### src/pfm_pkg.sv
// Package for the protection fault monitor: Avalon register map, field layout, reset values, status codes.
// Assumes a 32-bit Avalon-MM slave with word addressing in bytes and a single 250 MHz clock.
package pfm_pkg;
    localparam int unsigned pfm_clk_mhz = 250;
    localparam int unsigned pfm_meas_width = 16;
    localparam logic [pfm_meas_width-1:0] pfm_full_scale = 16'hc000;
    localparam logic [pfm_meas_width-1:0] pfm_trip_limit = 16'hd333;
    localparam logic [pfm_meas_width-1:0] pfm_under_min = 16'h099a;
    localparam logic [pfm_meas_width-1:0] pfm_over_default = 16'hd333;
    localparam logic [pfm_meas_width-1:0] pfm_under_default = 16'h0000;
    localparam logic [pfm_meas_width-1:0] pfm_current_default = 16'hd333;
    localparam logic [pfm_meas_width-1:0] pfm_power_default = 16'hd333;
    localparam logic [pfm_meas_width-1:0] pfm_uio_dig_alarm = 16'h8ccd;
    localparam logic [pfm_meas_width-1:0] pfm_uio_ana_alarm = 16'h8ccd;
    localparam int unsigned pfm_persist_default = 4;

    localparam logic [5:0] pfm_addr_ctrl = 6'h00;
    localparam logic [5:0] pfm_addr_status = 6'h04;
    localparam logic [5:0] pfm_addr_over_voltage_trip = 6'h08;
    localparam logic [5:0] pfm_addr_under_voltage_trip = 6'h0c;
    localparam logic [5:0] pfm_addr_over_current_trip = 6'h10;
    localparam logic [5:0] pfm_addr_over_power_trip = 6'h14;
    localparam logic [5:0] pfm_addr_config = 6'h18;
    localparam logic [5:0] pfm_addr_faults = 6'h1c;

    localparam int unsigned pfm_ctrl_start = 0;
    localparam int unsigned pfm_ctrl_stop = 1;
    localparam int unsigned pfm_ctrl_clear = 2;
    localparam int unsigned pfm_ctrl_lock = 3;
    localparam int unsigned pfm_ctrl_unlock = 4;
    localparam int unsigned pfm_cfg_ilk_en = 0;
    localparam int unsigned pfm_cfg_ilk_sel = 1;

    localparam int unsigned pfm_flt_ov = 0;
    localparam int unsigned pfm_flt_uv = 1;
    localparam int unsigned pfm_flt_oc = 2;
    localparam int unsigned pfm_flt_op = 3;
    localparam int unsigned pfm_flt_ilk = 4;
    localparam int unsigned pfm_flt_uio = 5;
    localparam int unsigned pfm_flt_therm = 6;
    localparam int unsigned pfm_flt_count = 7;

    typedef enum logic [3:0] {
        pfm_st_disabled = 4'b0001,
        pfm_st_enabled = 4'b0010,
        pfm_st_soft = 4'b0100,
        pfm_st_hard = 4'b1000
    } pfm_state_type;

    typedef struct packed {
        logic [pfm_meas_width-1:0] voltage;
        logic [pfm_meas_width-1:0] current;
        logic [pfm_meas_width-1:0] power;
    } pfm_meas_type;

    typedef struct packed {
        logic start;
        logic stop;
        logic clear;
        logic lock;
        logic unlock;
    } pfm_cmd_type;

    typedef struct packed {
        logic [pfm_meas_width-1:0] over_voltage_trip;
        logic [pfm_meas_width-1:0] under_voltage_trip;
        logic [pfm_meas_width-1:0] over_current_trip;
        logic [pfm_meas_width-1:0] over_power_trip;
    } pfm_thresh_type;
endpackage

### src/pfm_monitor.sv
// Protection fault monitor: threshold trips with persistence, soft and hard faults, interlock, lock, user I/O alarm.
// Assumes measurements arrive with a one-cycle sample strobe, commands as one-cycle pulses, all synchronous to clk.
`timescale 1ns/100ps
module pfm_monitor
    import pfm_pkg::*;
#(
    parameter int unsigned persist_count = pfm_persist_default,
    parameter int unsigned uio_inputs = 8
) (
    input wire logic clk,
    input wire logic sys_rst,
    input wire logic sample_valid,
    input wire pfm_pkg::pfm_meas_type meas,
    input wire logic [uio_inputs-1:0][pfm_pkg::pfm_meas_width-1:0] uio_level,
    input wire logic [1:0] dig_in_level,
    input wire logic thermal_hot,
    input wire pfm_pkg::pfm_cmd_type panel_cmd,
    input wire logic panel_set_valid,
    input wire pfm_pkg::pfm_thresh_type panel_set,
    input wire logic analog_set_valid,
    input wire pfm_pkg::pfm_thresh_type analog_set,
    input wire pfm_pkg::pfm_cmd_type dig_cmd,
    input wire logic dig_lock_level,
    input wire logic [5:0] avs_address,
    input wire logic avs_read,
    input wire logic avs_write,
    input wire logic [31:0] avs_writedata,
    input wire logic [3:0] avs_byteenable,
    output logic [31:0] avs_readdata,
    output logic avs_waitrequest,
    output logic input_switch_on,
    output pfm_pkg::pfm_state_type status,
    output logic [pfm_pkg::pfm_flt_count-1:0] alarm,
    output logic lock_led,
    output logic panel_set_taken
);
    import pfm_pkg::*;

    localparam int unsigned cnt_w = $clog2(persist_count + 1);
    localparam logic [cnt_w-1:0] cnt_max = cnt_w'(persist_count);

    pfm_state_type state;
    pfm_thresh_type thr;
    logic [pfm_flt_count-1:0] faults;
    logic [cnt_w-1:0] cnt_ov, cnt_uv, cnt_oc, cnt_op;
    logic ilk_en, ilk_sel;
    logic lock_dig, lock_sw, lock_panel;
    logic bus_done;
    pfm_cmd_type sw_cmd;
    pfm_cmd_type cmd;
    logic [pfm_flt_count-1:0] cause;
    logic [pfm_flt_count-1:0] persist_hit;
    logic uv_active, ilk_level, locked, bus_wr, clear_ok, thr_wr, soft_new;
    logic [31:0] next_readdata;

    function automatic logic [pfm_meas_width-1:0] clamp_hi(input logic [pfm_meas_width-1:0] v);
        clamp_hi = (v > pfm_trip_limit) ? pfm_trip_limit : v;
    endfunction

    // Zero is kept for under-voltage so software can still disable it
    function automatic logic [pfm_meas_width-1:0] clamp_lo(input logic [pfm_meas_width-1:0] v);
        clamp_lo = (v != '0 && v < pfm_under_min) ? pfm_under_min : v;
    endfunction

    function automatic pfm_thresh_type clamp_all(input pfm_thresh_type t);
        pfm_thresh_type r;
        r.over_voltage_trip = clamp_hi(t.over_voltage_trip);
        r.under_voltage_trip = clamp_lo(t.under_voltage_trip);
        r.over_current_trip = clamp_hi(t.over_current_trip);
        r.over_power_trip = clamp_hi(t.over_power_trip);
        clamp_all = r;
    endfunction

    assign locked = lock_dig | lock_sw | lock_panel;
    assign bus_wr = avs_write & ~bus_done;
    assign thr_wr = bus_wr && (avs_address inside {pfm_addr_over_voltage_trip, pfm_addr_under_voltage_trip,
        pfm_addr_over_current_trip, pfm_addr_over_power_trip});
    assign uv_active = (thr.under_voltage_trip != '0);
    assign ilk_level = ilk_sel ? dig_in_level[1] : dig_in_level[0];

    // Panel start and clear masked while locked; stop is always honoured
    always_comb begin
        cmd.start = (panel_cmd.start & ~locked) | dig_cmd.start | sw_cmd.start;
        cmd.stop = panel_cmd.stop | dig_cmd.stop | sw_cmd.stop;
        cmd.clear = (panel_cmd.clear & ~locked) | dig_cmd.clear | sw_cmd.clear;
        cmd.lock = 1'b0;
        cmd.unlock = 1'b0;
    end

    always_comb begin
        sw_cmd = '0;
        if (bus_wr && avs_address == pfm_addr_ctrl && avs_byteenable[0]) begin
            sw_cmd.start = avs_writedata[pfm_ctrl_start];
            sw_cmd.stop = avs_writedata[pfm_ctrl_stop];
            sw_cmd.clear = avs_writedata[pfm_ctrl_clear];
            sw_cmd.lock = avs_writedata[pfm_ctrl_lock];
            sw_cmd.unlock = avs_writedata[pfm_ctrl_unlock];
        end
    end

    // Live causes; a fault other than under-voltage cannot be cleared while its cause stands
    always_comb begin
        cause = '0;
        cause[pfm_flt_ov] = meas.voltage > thr.over_voltage_trip;
        cause[pfm_flt_uv] = uv_active && meas.voltage <= thr.under_voltage_trip;
        cause[pfm_flt_oc] = meas.current > thr.over_current_trip;
        cause[pfm_flt_op] = meas.power > thr.over_power_trip;
        cause[pfm_flt_ilk] = ilk_en & ~ilk_level;
        cause[pfm_flt_therm] = thermal_hot;
        for (int i = 0; i < uio_inputs; i++) begin
            if (uio_level[i] > ((i < uio_inputs / 2) ? pfm_uio_dig_alarm : pfm_uio_ana_alarm)) begin
                cause[pfm_flt_uio] = 1'b1;
            end
        end
    end

    // Under-voltage recovery needs no voltage condition, so it is left out of the check
    assign clear_ok = ~|(faults & cause & ~(pfm_flt_count'(1) << pfm_flt_uv));

    // Gated by the live cause, so a count left standing after the level drops cannot re-latch
    assign persist_hit[pfm_flt_ov] = cause[pfm_flt_ov] && (cnt_ov == cnt_max);
    assign persist_hit[pfm_flt_uv] = cause[pfm_flt_uv] && (cnt_uv == cnt_max);
    assign persist_hit[pfm_flt_oc] = cause[pfm_flt_oc] && (cnt_oc == cnt_max);
    assign persist_hit[pfm_flt_op] = cause[pfm_flt_op] && (cnt_op == cnt_max);
    assign soft_new = |(persist_hit & ~faults & ~(pfm_flt_count'(1) << pfm_flt_uv));
    assign persist_hit[pfm_flt_ilk] = cause[pfm_flt_ilk];
    assign persist_hit[pfm_flt_uio] = cause[pfm_flt_uio];
    assign persist_hit[pfm_flt_therm] = cause[pfm_flt_therm];

    // Counters saturate and restart on any good sample, so a glitch never trips
    always_ff @(posedge clk) begin
        if (sys_rst) begin
            cnt_ov <= '0;
            cnt_uv <= '0;
            cnt_oc <= '0;
            cnt_op <= '0;
        end else if (sample_valid) begin
            cnt_ov <= !cause[pfm_flt_ov] ? '0 : (persist_hit[pfm_flt_ov] ? cnt_ov : cnt_ov + 1'b1);
            cnt_uv <= !cause[pfm_flt_uv] ? '0 : (persist_hit[pfm_flt_uv] ? cnt_uv : cnt_uv + 1'b1);
            cnt_oc <= !cause[pfm_flt_oc] ? '0 : (persist_hit[pfm_flt_oc] ? cnt_oc : cnt_oc + 1'b1);
            cnt_op <= !cause[pfm_flt_op] ? '0 : (persist_hit[pfm_flt_op] ? cnt_op : cnt_op + 1'b1);
        end
    end

    // Thresholds: the bus wins over panel and analog sources in the same cycle
    always_ff @(posedge clk) begin
        if (sys_rst) begin
            thr.over_voltage_trip <= pfm_over_default;
            thr.under_voltage_trip <= pfm_under_default;
            thr.over_current_trip <= pfm_current_default;
            thr.over_power_trip <= pfm_power_default;
        end else if (bus_wr && avs_address == pfm_addr_over_voltage_trip) begin
            thr.over_voltage_trip <= clamp_hi(avs_writedata[pfm_meas_width-1:0]);
        end else if (bus_wr && avs_address == pfm_addr_under_voltage_trip) begin
            thr.under_voltage_trip <= clamp_lo(avs_writedata[pfm_meas_width-1:0]);
        end else if (bus_wr && avs_address == pfm_addr_over_current_trip) begin
            thr.over_current_trip <= clamp_hi(avs_writedata[pfm_meas_width-1:0]);
        end else if (bus_wr && avs_address == pfm_addr_over_power_trip) begin
            thr.over_power_trip <= clamp_hi(avs_writedata[pfm_meas_width-1:0]);
        end else if (panel_set_valid && !locked) begin
            thr <= clamp_all(panel_set);
        end else if (analog_set_valid) begin
            thr <= clamp_all(analog_set);
        end
    end

    always_ff @(posedge clk) begin
        if (sys_rst) begin
            panel_set_taken <= 1'b0;
        end else begin
            panel_set_taken <= panel_set_valid & ~locked & ~thr_wr;
        end
    end

    always_ff @(posedge clk) begin
        if (sys_rst) begin
            ilk_en <= 1'b0;
            ilk_sel <= 1'b0;
        end else if (bus_wr && avs_address == pfm_addr_config && avs_byteenable[0]) begin
            ilk_en <= avs_writedata[pfm_cfg_ilk_en];
            ilk_sel <= avs_writedata[pfm_cfg_ilk_sel];
        end
    end

    // Lock sources kept apart so each can only be released by its owners
    always_ff @(posedge clk) begin
        if (sys_rst) begin
            lock_dig <= 1'b0;
            lock_sw <= 1'b0;
            lock_panel <= 1'b0;
        end else begin
            lock_dig <= dig_lock_level;
            if (!lock_dig) begin
                if (sw_cmd.lock) begin
                    lock_sw <= 1'b1;
                end else if (sw_cmd.unlock) begin
                    lock_sw <= 1'b0;
                    lock_panel <= 1'b0;
                end
                if (!lock_sw && panel_cmd.lock && !lock_panel) begin
                    lock_panel <= 1'b1;
                end else if (!lock_sw && panel_cmd.unlock && lock_panel) begin
                    lock_panel <= 1'b0;
                end
            end
        end
    end

    always_ff @(posedge clk) begin
        if (sys_rst) begin
            lock_led <= 1'b0;
        end else begin
            lock_led <= dig_lock_level | (lock_sw & ~sw_cmd.unlock) | lock_panel | (sw_cmd.lock & ~lock_dig);
        end
    end

    // Fault latches: a new event beats a clear in the same cycle
    always_ff @(posedge clk) begin
        if (sys_rst) begin
            faults <= '0;
        end else begin
            for (int i = 0; i < pfm_flt_count; i++) begin
                if (i == pfm_flt_therm) begin
                    if (cause[i]) begin
                        faults[i] <= 1'b1;
                    end
                end else if (persist_hit[i] && (state == pfm_st_enabled ||
                                                (state == pfm_st_soft && i != pfm_flt_uv))) begin
                    faults[i] <= 1'b1;
                end else if (state == pfm_st_enabled && cmd.start == 1'b0 && i == pfm_flt_uv && cause[i]) begin
                    faults[i] <= faults[i];
                end else if (state == pfm_st_disabled && cmd.start && i == pfm_flt_uv && cause[i]) begin
                    faults[i] <= 1'b1;
                end else if (state == pfm_st_soft && cmd.clear && clear_ok) begin
                    faults[i] <= 1'b0;
                end
            end
        end
    end

    always_ff @(posedge clk) begin
        if (sys_rst) begin
            state <= pfm_st_disabled;
        end else begin
            case (state)
                pfm_st_disabled: begin
                    if (cause[pfm_flt_therm]) begin
                        state <= pfm_st_hard;
                    end else if (cmd.start && uv_active && cause[pfm_flt_uv]) begin
                        state <= pfm_st_soft;
                    end else if (cmd.start && !cmd.stop) begin
                        state <= pfm_st_enabled;
                    end
                end
                pfm_st_enabled: begin
                    if (cause[pfm_flt_therm]) begin
                        state <= pfm_st_hard;
                    end else if (|(persist_hit & ~(pfm_flt_count'(1) << pfm_flt_therm))) begin
                        state <= pfm_st_soft;
                    end else if (cmd.stop) begin
                        state <= pfm_st_disabled;
                    end
                end
                pfm_st_soft: begin
                    if (cause[pfm_flt_therm]) begin
                        state <= pfm_st_hard;
                    end else if (cmd.clear && clear_ok && !soft_new) begin
                        state <= pfm_st_disabled;
                    end
                end
                pfm_st_hard: begin
                    state <= pfm_st_hard;
                end
                default: begin
                    state <= pfm_st_hard;
                end
            endcase
        end
    end

    always_ff @(posedge clk) begin
        if (sys_rst) begin
            input_switch_on <= 1'b0;
            status <= pfm_st_disabled;
            alarm <= '0;
        end else begin
            // Switch follows the next state so a trip opens it in the same edge as the latch
            input_switch_on <= (state == pfm_st_enabled && !cmd.stop && !(|persist_hit)) ||
                               (state == pfm_st_disabled && cmd.start && !cmd.stop && !(|cause[pfm_flt_therm])
                                && !(uv_active && cause[pfm_flt_uv]));
            status <= state;
            alarm <= faults;
        end
    end

    // Avalon slave: one wait cycle, answer on the second edge; unmapped reads give zero
    always_comb begin
        next_readdata = '0;
        case (avs_address)
            pfm_addr_status: next_readdata = {28'h0000000, state};
            pfm_addr_over_voltage_trip: next_readdata = {16'h0000, thr.over_voltage_trip};
            pfm_addr_under_voltage_trip: next_readdata = {16'h0000, thr.under_voltage_trip};
            pfm_addr_over_current_trip: next_readdata = {16'h0000, thr.over_current_trip};
            pfm_addr_over_power_trip: next_readdata = {16'h0000, thr.over_power_trip};
            pfm_addr_config: next_readdata = {30'h0, ilk_sel, ilk_en};
            pfm_addr_faults: next_readdata = {22'h0, locked, lock_dig, lock_sw, faults};
            default: next_readdata = '0;
        endcase
    end

    always_ff @(posedge clk) begin
        if (sys_rst) begin
            bus_done <= 1'b0;
            avs_readdata <= '0;
        end else begin
            bus_done <= (avs_read | avs_write) & ~bus_done;
            if (avs_read && !bus_done) begin
                avs_readdata <= next_readdata;
            end
        end
    end

    assign avs_waitrequest = (avs_read | avs_write) & ~bus_done;
endmodule

### config.mk
export PLATFORM = sky130hd
export DESIGN_NAME = pfm_monitor
export DESIGN_NICKNAME = d
export VERILOG_FILES = /design/src/pfm_pkg.sv /design/src/pfm_monitor.sv
export SDC_FILE = /design/constraint.sdc
export NUM_CORES = 1
export LEC_CHECK = 0
export BUFFER_PORTS_ARGS = -buffer_cell sky130_fd_sc_hd__buf_2
export CELL_PAD_IN_SITES_DETAIL_PLACEMENT = 1
export CELL_PAD_IN_SITES_GLOBAL_PLACEMENT = 2
export CORE_MARGIN = 2
export CORE_UTILIZATION = 27
export CTS_BUF_LIST = sky130_fd_sc_hd__clkbuf_16
export CTS_CLUSTER_DIAMETER = 50
export CTS_CLUSTER_SIZE = 20
export DETAILED_ROUTE_END_ITERATION = 10
export PLACE_DENSITY = 0.94
export SYNTH_ARGS = -nofsm -noshare
export SYNTH_HDL_FRONTEND = slang
export SYNTH_SLANG_ARGS = --single-unit
### constraint.sdc
create_clock -name clk -period 5.3 [get_ports clk]
set_input_delay 0.265 -clock clk [delete_from_list [all_inputs] [get_ports clk]]
set_output_delay 0.265 -clock clk [all_outputs]
set_load 0.005 [all_outputs]
==> flow_summary_export.csv, run 1 <==
group,metric,value,unit
run_status,status,"complete, no violations",
cts,clk_pin_slew,60,ps
yosys,synth_cells,1212,
power,p_per_area,252.2,nW/um^2
cts,numCtsBuffers,17,
die,die_h,188.4,um
yosys,ys.flop_type,"dfxtp_1",
routing,wl_per_cell,21.86,um
yosys,synth_common_cells,"123 x dfxtp_1, 113 x a21oi_1, 101 x nor2_1, 100 x nand2_1, 99 x inv_1",
worst_setup_path,path_buf_inv,1,
routing,firstDrtPassIters,6,
worst_setup_path,crit_family,"simple AND/OR/NAND/NOR gates",
sta,timing.fmax,287.6,MHz
sta,max_slew_margin,35.94,%
worst_setup_path,crit_path_max_incr_delay,610,ps
cts,cts.sinks,123,
global_route,antenna_found_initial,3,
die,initial_core_util,27.38,%
cts,cts_setup_buffers,0,
global_route,grt-ovfl-total,0,
final_layout,register_area,2462,sq um
yosys,synth.top_cell.area_share,26.82,%
worst_setup_path,cp_max_fo,7,
placed_design,postPlaceCellArea,11480,sq um
routing,drcViolationCount,0,
sta,skew,10.78,ps
placed_design,dp_cells,1997,
worst_hold_path,hp-class,"in -> reg",
yosys,syn_area_per_cell,7.576,sq um
die,die_w,188.4,um
die,io_pins,414,
placed_design,pre_cts_ws,1888,ps
die,row_count,67,
sta,layout_setup_ws,1823,ps
cts,clk_path_buf_depth,2,
final_layout,fillerInstances,4246,
cts,clkLatencyLatePin,440,ps
yosys,synth_cell_types,65,
yosys,ys_seq_area_share,26.82,%
cts,htreeDepth,4,
run,drv_cap,0,
routing,drtIter0Drc,1176,
yosys,post-synth-top-area-cell,"dfxtp_1",
cts,cts-root-buf,"clkbuf_16",
placed_design,portBuffers,371,
yosys,ys_ff_latch,123,
sta,timing.final.hold_violations,0,
cts,post_cts_resized,0,
worst_setup_path,end_kind,"register",
worst_setup_path,critical_path_class,"reg -> reg",
routing,routed_wl,44450,um
global_route,track_usage,24.41,%
routing,vias,11400,
routing,vias_per_cell,5.606,
yosys,synth_edf_count,0,
worst_setup_path,worst_ep_required_time,5620,ps
final_layout,stdcell_count,2033,
worst_setup_path,worst_ep_arrival_time,3800,ps
yosys,synth_area_leaders,"dfxtp_1 27%, ha_1 9.8%, a21oi_1 6.2%",
power,ir_drop,0.2001,mV
yosys,yosysMostFrequentCell,"dfxtp_1",
final_layout,layout.nets,2007,
sta,drv_slew,0,
sta,fin_setup_tns,0,ps
global_route,first_global_vias,11670,
cts,cts_tree,"yes",
worst_setup_path,worstPathCellList,"inv_1, ha_1, nand4_1, or4_1, a21o_1, a31o_2, and3_4, or4_4, or2_2, a211o_1",
sta,post-route-period-util,65.60,%
final_layout,multi_input_area,6102,sq um
final_layout,fin_util,36.12,%
sta,tightest_slew,958.6,ps
final_layout,drive_gt1_share,27.64,%
die,dieArea,35500,sq um
global_route,grt_max_degree,48,
power,power_leakage,5.357,nW
cts,postCtsHoldBufs,0,
die,core_area,33530,sq um
worst_setup_path,crit_slowest_cell,"or4_1",
yosys,yosysWarnings,0,
global_route,grt_pass1_wl,66650,um
yosys,synth_area,9183,sq um
sta,rsz0062_at_grt,"false",
sta,setup_violations,0,
yosys,synth-async-reset-ratio,0,%
sta,period_needed,3477,ps
worst_setup_path,startpoint_type,"register",
placed_design,gp_congestion,0.9300,
final_layout,final_cell_area,12110,sq um
placed_design,dp_hpwl,36460,um
routing,ant_nets,0,
final_layout,syn_to_final_growth,31.91,%
-- kinds of logic after synthesis --
| family | share of synthesized area, % |
|---|---|
| simple gates | 22.43 |
| compound gates | 32.28 |
| other cells | 0.04084 |
| xor+xnor | 0.09540 |
| mux | 1.131 |
| buf+inv | 7.399 |
| fa+ha+maj | 9.811 |
| flops | 26.82 |
-- final timing paths --
kind	to	depth (start not counted)	start	slack [ps]
worst max register to register	state[2]$_SDFFE_PP0P_	10	thr[47]$_SDFFE_PP0P_	1820
worst min-delay path	lock_dig$_SDFF_PP0_	2	dig_lock_level	80
worst max-delay path	state[2]$_SDFFE_PP0P_	10	thr[47]$_SDFFE_PP0P_	1820
worst min register to register	avs_readdata[5]$_SDFFE_PP0P_	2	avs_readdata[5]$_SDFFE_PP0P_	490
-- final cells by class --
cell class                 instances  area share [%]
antenna                            4         0.08264
clock buffer                      17           3.512
clock inverter                    15           1.653
inverter                         100           3.099
multi-input combinational        939           50.38
sequential                       123           20.33
tap                              448           4.628
timing repair buffer             387           16.32
-- per-stage QoR --
step | power [mW] | hold slack (ps)
after detailed placement | 1.783 | 479.7
final | 3.055 | 80.00
after floorplan | 1.429 | 380.8
after CTS | 3.062 | 61.42
after global routing | 3.192 | 105.6
after global placement | 1.751 | 464.7
-- sequential cells by signal, summed over array words and instances (netlist names), 3 cells and up --
signal        flops
cnt_uv            3
avs_readdata     16
alarm             7
state             4
faults            7
thr              64
cnt_op            3
status            4
cnt_ov            3
cnt_oc            3
-- report_power, final --
part           switching (mW)  internal, mW  total (mW)
sequential             0.0725         0.980        1.05
combinational           0.429         0.301       0.730
clock                   0.514         0.759        1.27
-- placed cells by master, fill, tap and decap left out, types with 30 or more instances in the layout --
master,n
nor3_1,35
nor2_1,101
o21ai_0,46
a211oi_1,30
buf_2,371
a22oi_1,34
dfxtp_1,123
nand3_1,38
a21oi_1,113
ha_1,72
nand2_1,100
inv_1,99
-- routing by layer --
layer,vias to the layer above,global-route usage (%),routed length [um]
met5,-,0,13
li1,5297,-,-
met1,5452,29.94,18080
met3,93,5.830,3802
met2,552,41.03,20890
met4,2,9.976,1665
-- worst reg2reg max path, cell delays in order (launching register included) --
cell and delay [ps]:
dfxtp_1 450, inv_1 70, ha_1 290, nand4_1 170, or4_1 610, a21o_1 180
a31o_2 300, and3_4 220, or4_4 520, or2_2 290, a211o_1 260
Note: power is estimated with default switching activity, not from simulation.
==> run 2: changes to the inputs <==
--- a/config.mk
+++ b/config.mk
@@ -9,12 +9,12 @@
 export CELL_PAD_IN_SITES_DETAIL_PLACEMENT = 1
 export CELL_PAD_IN_SITES_GLOBAL_PLACEMENT = 2
 export CORE_MARGIN = 2
-export CORE_UTILIZATION = 27
+export CORE_UTILIZATION = 26
 export CTS_BUF_LIST = sky130_fd_sc_hd__clkbuf_16
 export CTS_CLUSTER_DIAMETER = 50
 export CTS_CLUSTER_SIZE = 20
 export DETAILED_ROUTE_END_ITERATION = 10
-export PLACE_DENSITY = 0.94
+export PLACE_DENSITY = 0.91
 export SYNTH_ARGS = -nofsm -noshare
 export SYNTH_HDL_FRONTEND = slang
 export SYNTH_SLANG_ARGS = --single-unit
==> constraint.sdc (replaced) <==
create_clock -name clk -period 3.4 [get_ports clk]
set_input_delay 0.17 -clock clk [delete_from_list [all_inputs] [get_ports clk]]
set_output_delay 0.17 -clock clk [all_outputs]
set_load 0.005 [all_outputs]
==> run 2 against run 1 <==
  * Clock skew grew 8.8 ps
  * Fmax grew 5.7%
  * Highest routed layer unchanged
  * Critical path type unchanged
  * Sequential cell count is the same
==> flow_summary_export.csv, run 2 (synthesis gave the netlist of run 1 again) <==
group,metric,value,unit
power,p_sw_share,35.63,%
global_route,first_global_vias,11890,
routing,vias,11560,
die,initial_core_util,26.52,%
worst_hold_path,hold_depth,3,
worst_setup_path,end_kind,"register",
global_route,grt-ovfl-total,0,
cts,cts_tree,"yes",
power,p_per_area,381.8,nW/um^2
final_layout,drive_gt1_share,28.58,%
sta,rsz0062_at_grt,"false",
final_layout,top_register,"thr",
cts,htreeDepth,4,
worst_setup_path,cpMostUsedCell,"or4_4",
routing,firstDrtPassIters,6,
worst_hold_path,hp-class,"in -> reg",
global_route,track_usage,25.21,%
final_layout,top_regs,"thr (64), avs_readdata (16)",
worst_setup_path,worst_ep_required_time,3740,ps
worst_hold_path,min-delay-start,"panel_cmd[1]",
sta,period_needed,3290,ps
power,p_clk_share,39.4,%
routing,drcViolationCount,0,
die,row_count,68,
power,pwr-share-seq,34.9,%
worst_setup_path,startpoint_type,"register",
global_route,antenna_found_initial,5,
worst_hold_path,min_to,"lock_panel$_SDFFE_PP0P_",
worst_setup_path,worstPathCellList,"inv_1, ha_1, nand4_1, or4_4, a21o_1, a31o_2, and3_4, or4_4, or3_4, a211oi_1",
die,io_pins,414,
sta,skew,19.63,ps
sta,tightest_slew,884.6,ps
worst_setup_path,path_buf_inv,1,
cts,clk_path_buf_depth,2,
run_status,status,"complete, no violations",
cts,clkLatencyLatePin,440,ps
placed_design,portBuffers,371,
die,core_area,34630,sq um
power,ir_drop,0.3551,mV
power,p_int,3.006,mW
worst_setup_path,worst_ep_arrival_time,3630,ps
routing,vias_per_cell,5.618,
placed_design,dp_hpwl,39840,um
sta,drv_slew,0,
sta,timing.final.hold_violations,0,
placed_design,gp_congestion,0.9517,
sta,post-route-period-util,96.77,%
sta,fin_setup_tns,0,ps
worst_setup_path,reg2regPathDepth,10,
final_layout,mostFrequentLayoutCell,"buf_2",
worst_setup_path,crit_path_max_incr_delay,520,ps
run,drv_cap,0,
routing,wl_per_cell,23.33,um
cts,cts-root-buf,"clkbuf_16",
worst_setup_path,cp_max_fo,7,
placed_design,pre_cts_ws,43.70,ps
placed_design,postPlaceCellArea,11600,sq um
global_route,grt_pass1_wl,69130,um
sta,setup_violations,0,
worst_setup_path,r2r-start,"thr[37]$_SDFFE_PP0P_",
final_layout,final_cell_mix,"371 x buf_2, 120 x dfxtp_1, 113 x a21oi_1",
final_layout,fillerInstances,4403,
die,die_w,191.9,um
routing,ant_nets,0,
sta,layout_setup_ws,109.9,ps
cts,cts.sinks,123,
sta,timing.fmax,303.9,MHz
final_layout,largest_reg_flops,64,
die,die_h,191.9,um
worst_setup_path,reg2reg_to,"state[0]$_SDFFE_PP1P_",
cts,numCtsBuffers,17,
worst_setup_path,crit_slowest_cell,"or4_4",
power,power_leakage,5.439,nW
worst_setup_path,reg2reg_slack,110,ps
cts,clk_pin_slew,70,ps
final_layout,layout.nets,2025,
sta,max_slew_margin,40.63,%
routing,drtIter0Drc,935,
worst_setup_path,crit_family,"simple AND/OR/NAND/NOR gates",
power,combPwrFrac,25.7,%
global_route,grt_max_degree,53,
die,dieArea,36840,sq um
routing,routed_wl,47990,um
power,switching_power,1.664,mW
final_layout,final_cell_area,12230,sq um
final_layout,syn_to_final_growth,33.19,%
worst_setup_path,critical_path_class,"reg -> reg",
==> run 2: cell types whose count changed in the layout (fill, tap and decap cells not counted), sizes merged <==
cell,before,now
dlygate4sd3,0,2
clkinvlp,2,0
inv,109,112
buf,387,403
diode,4,3
bufinv,3,0
clkinv,1,3
==> run 2: metal layers <==
layer  track usage, %  part of all wire [%]
met5                0                 0.056
met4            13.08                   5.1
met3            5.025                   8.0
met2            44.75                    49
met1            28.45                    38
==> run 2: layout make-up <==
type | count | area, sq um | area share [%]
multi-input cells | 939 | 6106 | 49.92
flip-flops and latches | 123 | 2466 | 20.16
repair buffers | 405 | 2117 | 17.31
well taps | 455 | 569.3 | 4.655
clock buffers | 17 | 425.4 | 3.478
inverters | 100 | 375.4 | 3.069
clock inverters | 15 | 163.9 | 1.340
diodes | 3 | 7.507 | 0.06138
==> run 2: power groups by stage <==
stage	logic (mW)	registers [mW]	clock network, mW
after detailed placement	1.17	1.66	0
final	1.20	1.63	1.84
after floorplan	0.619	1.61	0
after global routing	1.31	1.64	1.93
after global placement	1.13	1.65	0
after CTS	1.18	1.63	1.85
==> run 2: worst max-delay path by stage <==
| stage | slack [ps] | startpoint | cells after the start | to |
|---|---|---|---|---|
| 6_report | 110 | thr[37]$_SDFFE_PP0P_ | 10 | state[0]$_SDFFE_PP1P_ |
| 5_1_grt | 20 | thr[45]$_SDFFE_PP0P_ | 10 | state[2]$_SDFFE_PP0P_ |
| 4_1_cts | 30 | thr[45]$_SDFFE_PP0P_ | 10 | state[0]$_SDFFE_PP1P_ |
| 3_5_place_dp | 40 | thr[45]$_SDFFE_PP0P_ | 10 | state[0]$_SDFFE_PP1P_ |
| 3_3_place_gp | 170 | thr[45]$_SDFFE_PP0P_ | 10 | state[2]$_SDFFE_PP0P_ |
| 2_1_floorplan | 340 | thr[47]$_SDFFE_PP0P_ | 10 | state[2]$_SDFFE_PP0P_ |
==> run 2: worst reg2reg max path, delay by kind of cell, from the launching register on <==
kind | cells | cell delay, ps
simple gates | 5 | 1720
compound gates | 3 | 670
flops | 1 | 410
fa+ha+maj | 1 | 310
buf+inv | 1 | 80
==> run 2: stage by stage <==
stage               total power [mW]  util, %  hold slack (ps)  std cells
floorplan                      2.227        -            285.8       1227
global placement               2.782    33.49            414.1       2019
detailed placement             2.829    33.49            424.0       2019
CTS                            4.661    35.25            54.87       2053
global route                   4.872    35.31            63.71       2056
finish                         4.670    35.32            59.16       2057
==> run 2: what timing repair did <==
action                                 4_1_cts  5_1_grt
hold buffers                                 2        0
buffers inserted                             0        1
gates resized for setup                      0        4
endpoints found under the hold margin        4        0
setup endpoints to repair                    0        4
==> run 3: changes to the inputs <==
--- a/config.mk
+++ b/config.mk
@@ -14,6 +14,8 @@
 export CTS_CLUSTER_DIAMETER = 50
 export CTS_CLUSTER_SIZE = 20
 export DETAILED_ROUTE_END_ITERATION = 10
+export GPL_ROUTABILITY_DRIVEN = 0
+export HOLD_SLACK_MARGIN = 0.1
 export PLACE_DENSITY = 0.91
 export SYNTH_ARGS = -nofsm -noshare
 export SYNTH_HDL_FRONTEND = slang
==> run 3 against run 2 <==
  * Sequential power hardly changed
  * Final area rose by 0.78%
  * Wire length fell by 1.2%
  * Cell count rose by 0.39%
  * First-iteration DRC count is 21% lower
  * Combinational power hardly changed
  * Core utilization grew 0.27 points
  * Highest routed layer is now met4
==> flow_summary_export.csv, run 3 (synthesis gave the netlist of run 1 again) <==
group,metric,value,unit
cts,clk_pin_slew,70,ps
die,die_w,191.9,um
sta,setup_violations,0,
sta,timing.final.hold_violations,0,
worst_hold_path,min-delay-start,"avs_writedata[14]",
final_layout,top_register,"thr",
routing,routed_wl,47410,um
placed_design,portBuffers,371,
power,p_per_area,381.1,nW/um^2
global_route,grt_pass1_wl,68670,um
routing,firstDrtPassIters,6,
cts,clkLatencyLatePin,440,ps
global_route,antenna_found_initial,3,
routing,vias,11530,
sta,skew,11.52,ps
worst_hold_path,hp-class,"in -> reg",
final_layout,largest_reg_flops,64,
worst_setup_path,reg2reg_to,"state[2]$_SDFFE_PP0P_",
cts,cts-root-buf,"clkbuf_16",
final_layout,syn_to_final_growth,34.23,%
global_route,grt-ovfl-total,0,
run_status,status,"complete, no violations",
routing,vias_per_cell,5.582,
sta,timing.fmax,301.1,MHz
sta,max_slew_margin,30.89,%
cts,clk_path_buf_depth,2,
worst_setup_path,end_kind,"register",
final_layout,register_area,2465,sq um
worst_hold_path,min_to,"thr[62]$_SDFFE_PP1P_",
worst_setup_path,worst_ep_arrival_time,3650,ps
worst_setup_path,reg2reg_slack,80,ps
die,die_h,191.9,um
power,power_leakage,5.458,nW
routing,drtIter0Drc,735,
global_route,grt_max_degree,54,
die,initial_core_util,26.52,%
die,io_pins,414,
final_layout,final_cell_mix,"371 x buf_2, 121 x dfxtp_1, 113 x a21oi_1",
die,row_count,68,
final_layout,top_regs,"thr (64), avs_readdata (16)",
power,ir_drop,0.3542,mV
routing,ant_nets,0,
cts,cts.sinks,123,
worst_setup_path,reg2regPathDepth,10,
die,dieArea,36840,sq um
sta,period_needed,3321,ps
cts,htreeDepth,4,
global_route,track_usage,24.95,%
final_layout,fillerInstances,4379,
cts,cts_tree,"yes",
final_layout,layout.nets,2033,
worst_setup_path,worst_ep_required_time,3730,ps
routing,wl_per_cell,22.96,um
final_layout,fin_util,35.59,%
cts,numCtsBuffers,17,
routing,drcViolationCount,0,
global_route,first_global_vias,11850,
worst_setup_path,startpoint_type,"register",
power,p_total,4.697,mW
final_layout,drive_gt1_share,28.00,%
sta,post-route-period-util,97.68,%
final_layout,multi_input_area,6111,sq um
worst_setup_path,cp_max_fo,7,
die,core_area,34630,sq um
sta,drv_slew,0,
placed_design,dp_hpwl,38970,um
run,drv_cap,0,
worst_setup_path,r2r-start,"thr[46]$_SDFFE_PP0P_",
sta,tightest_slew,1037,ps
worst_hold_path,hold_depth,3,
worst_setup_path,critical_path_class,"reg -> reg",
final_layout,mostFrequentLayoutCell,"buf_2",
[run 3: cell types whose count changed in the layout (fill, tap and decap cells not counted)]
cell and delta:
a211oi_1 -1, a211oi_2 +1, buf_4 -5, bufinv_16 +2, clkinv_1 +1, clkinv_8 -2, clkinvlp_4 +3, dfxtp_1 +1
dfxtp_2 -1, dlygate4sd3_1 +13, inv_1 +1, inv_6 +1, inv_8 -6
[run 3: metrics by stage]
step / setup WS (ps) / instances / area, sq um / TNS (ps) / hold WS (ps)
after global placement: 141.6 / 2015 / 11570 / 0 / 407.5
after floorplan: 344.8 / 1227 / 9239 / 0 / 285.8
after detailed placement: 64.21 / 2015 / 11570 / 0 / 410.1
final: 79.03 / 2065 / 12330 / 0 / 125.4
after CTS: 39.07 / 2062 / 12310 / 0 / 101.6
after global routing: -9.068 / 2064 / 12320 / -9.068 / 144.1
[run 3: worst max-delay path, cell delays in order, from the launching register on]
cell	delay, ps
dfxtp_1	380
inv_1	70
ha_1	290
nand4_1	160
or4_4	590
a21o_1	170
a31o_2	290
and3_4	200
or4_4	520
or2_2	280
a211o_1	260
[run 3: final cells by class]
| cell class | count | share of cell area [%] |
|---|---|---|
| multi-input cells | 939 | 49.58 |
| inverters | 100 | 3.045 |
| repair buffers | 413 | 17.93 |
| clock buffers | 17 | 3.451 |
| diodes | 3 | 0.06091 |
| flip-flops and latches | 123 | 20.00 |
| clock inverters | 15 | 1.320 |
| well taps | 455 | 4.619 |
[run 3: power by group]
group	internal, mW	leakage [nW]	switching (mW)
Sequential	1.53	1.01	0.108
Combinational	0.496	4.17	0.696
Clock	1.09	0.282	0.777
Total	3.12	5.46	1.58
[run 3: metal layers]
metal  vias to the layer above  track usage [%]  share of wire, %
li1                       5350                -                 -
met1                      5543            27.88                39
met2                       536            44.50                49
met3                        98            5.280               7.8
met4                         0            12.75               4.7
met5                         -                0                 0
[run 3: how the worst max path moves through the flow]
stage	endpoint	from	slack [ps]	cells past startpoint
after floorplan	state[2]$_SDFFE_PP0P_	thr[47]$_SDFFE_PP0P_	340	10
after global placement	state[2]$_SDFFE_PP0P_	thr[47]$_SDFFE_PP0P_	140	10
after detailed placement	state[2]$_SDFFE_PP0P_	thr[47]$_SDFFE_PP0P_	60	10
after CTS	state[0]$_SDFFE_PP1P_	thr[47]$_SDFFE_PP0P_	40	10
after global routing	state[2]$_SDFFE_PP0P_	thr[46]$_SDFFE_PP0P_	-9	10
final	state[2]$_SDFFE_PP0P_	thr[46]$_SDFFE_PP0P_	80	10
[run 3: what timing repair did]
item                                   4_1_cts  5_1_grt
endpoints found under the hold margin       12        0
gates resized for setup                      0        4
hold buffers                                15        0
setup endpoints to repair                    0        4
buffers inserted                             0        0
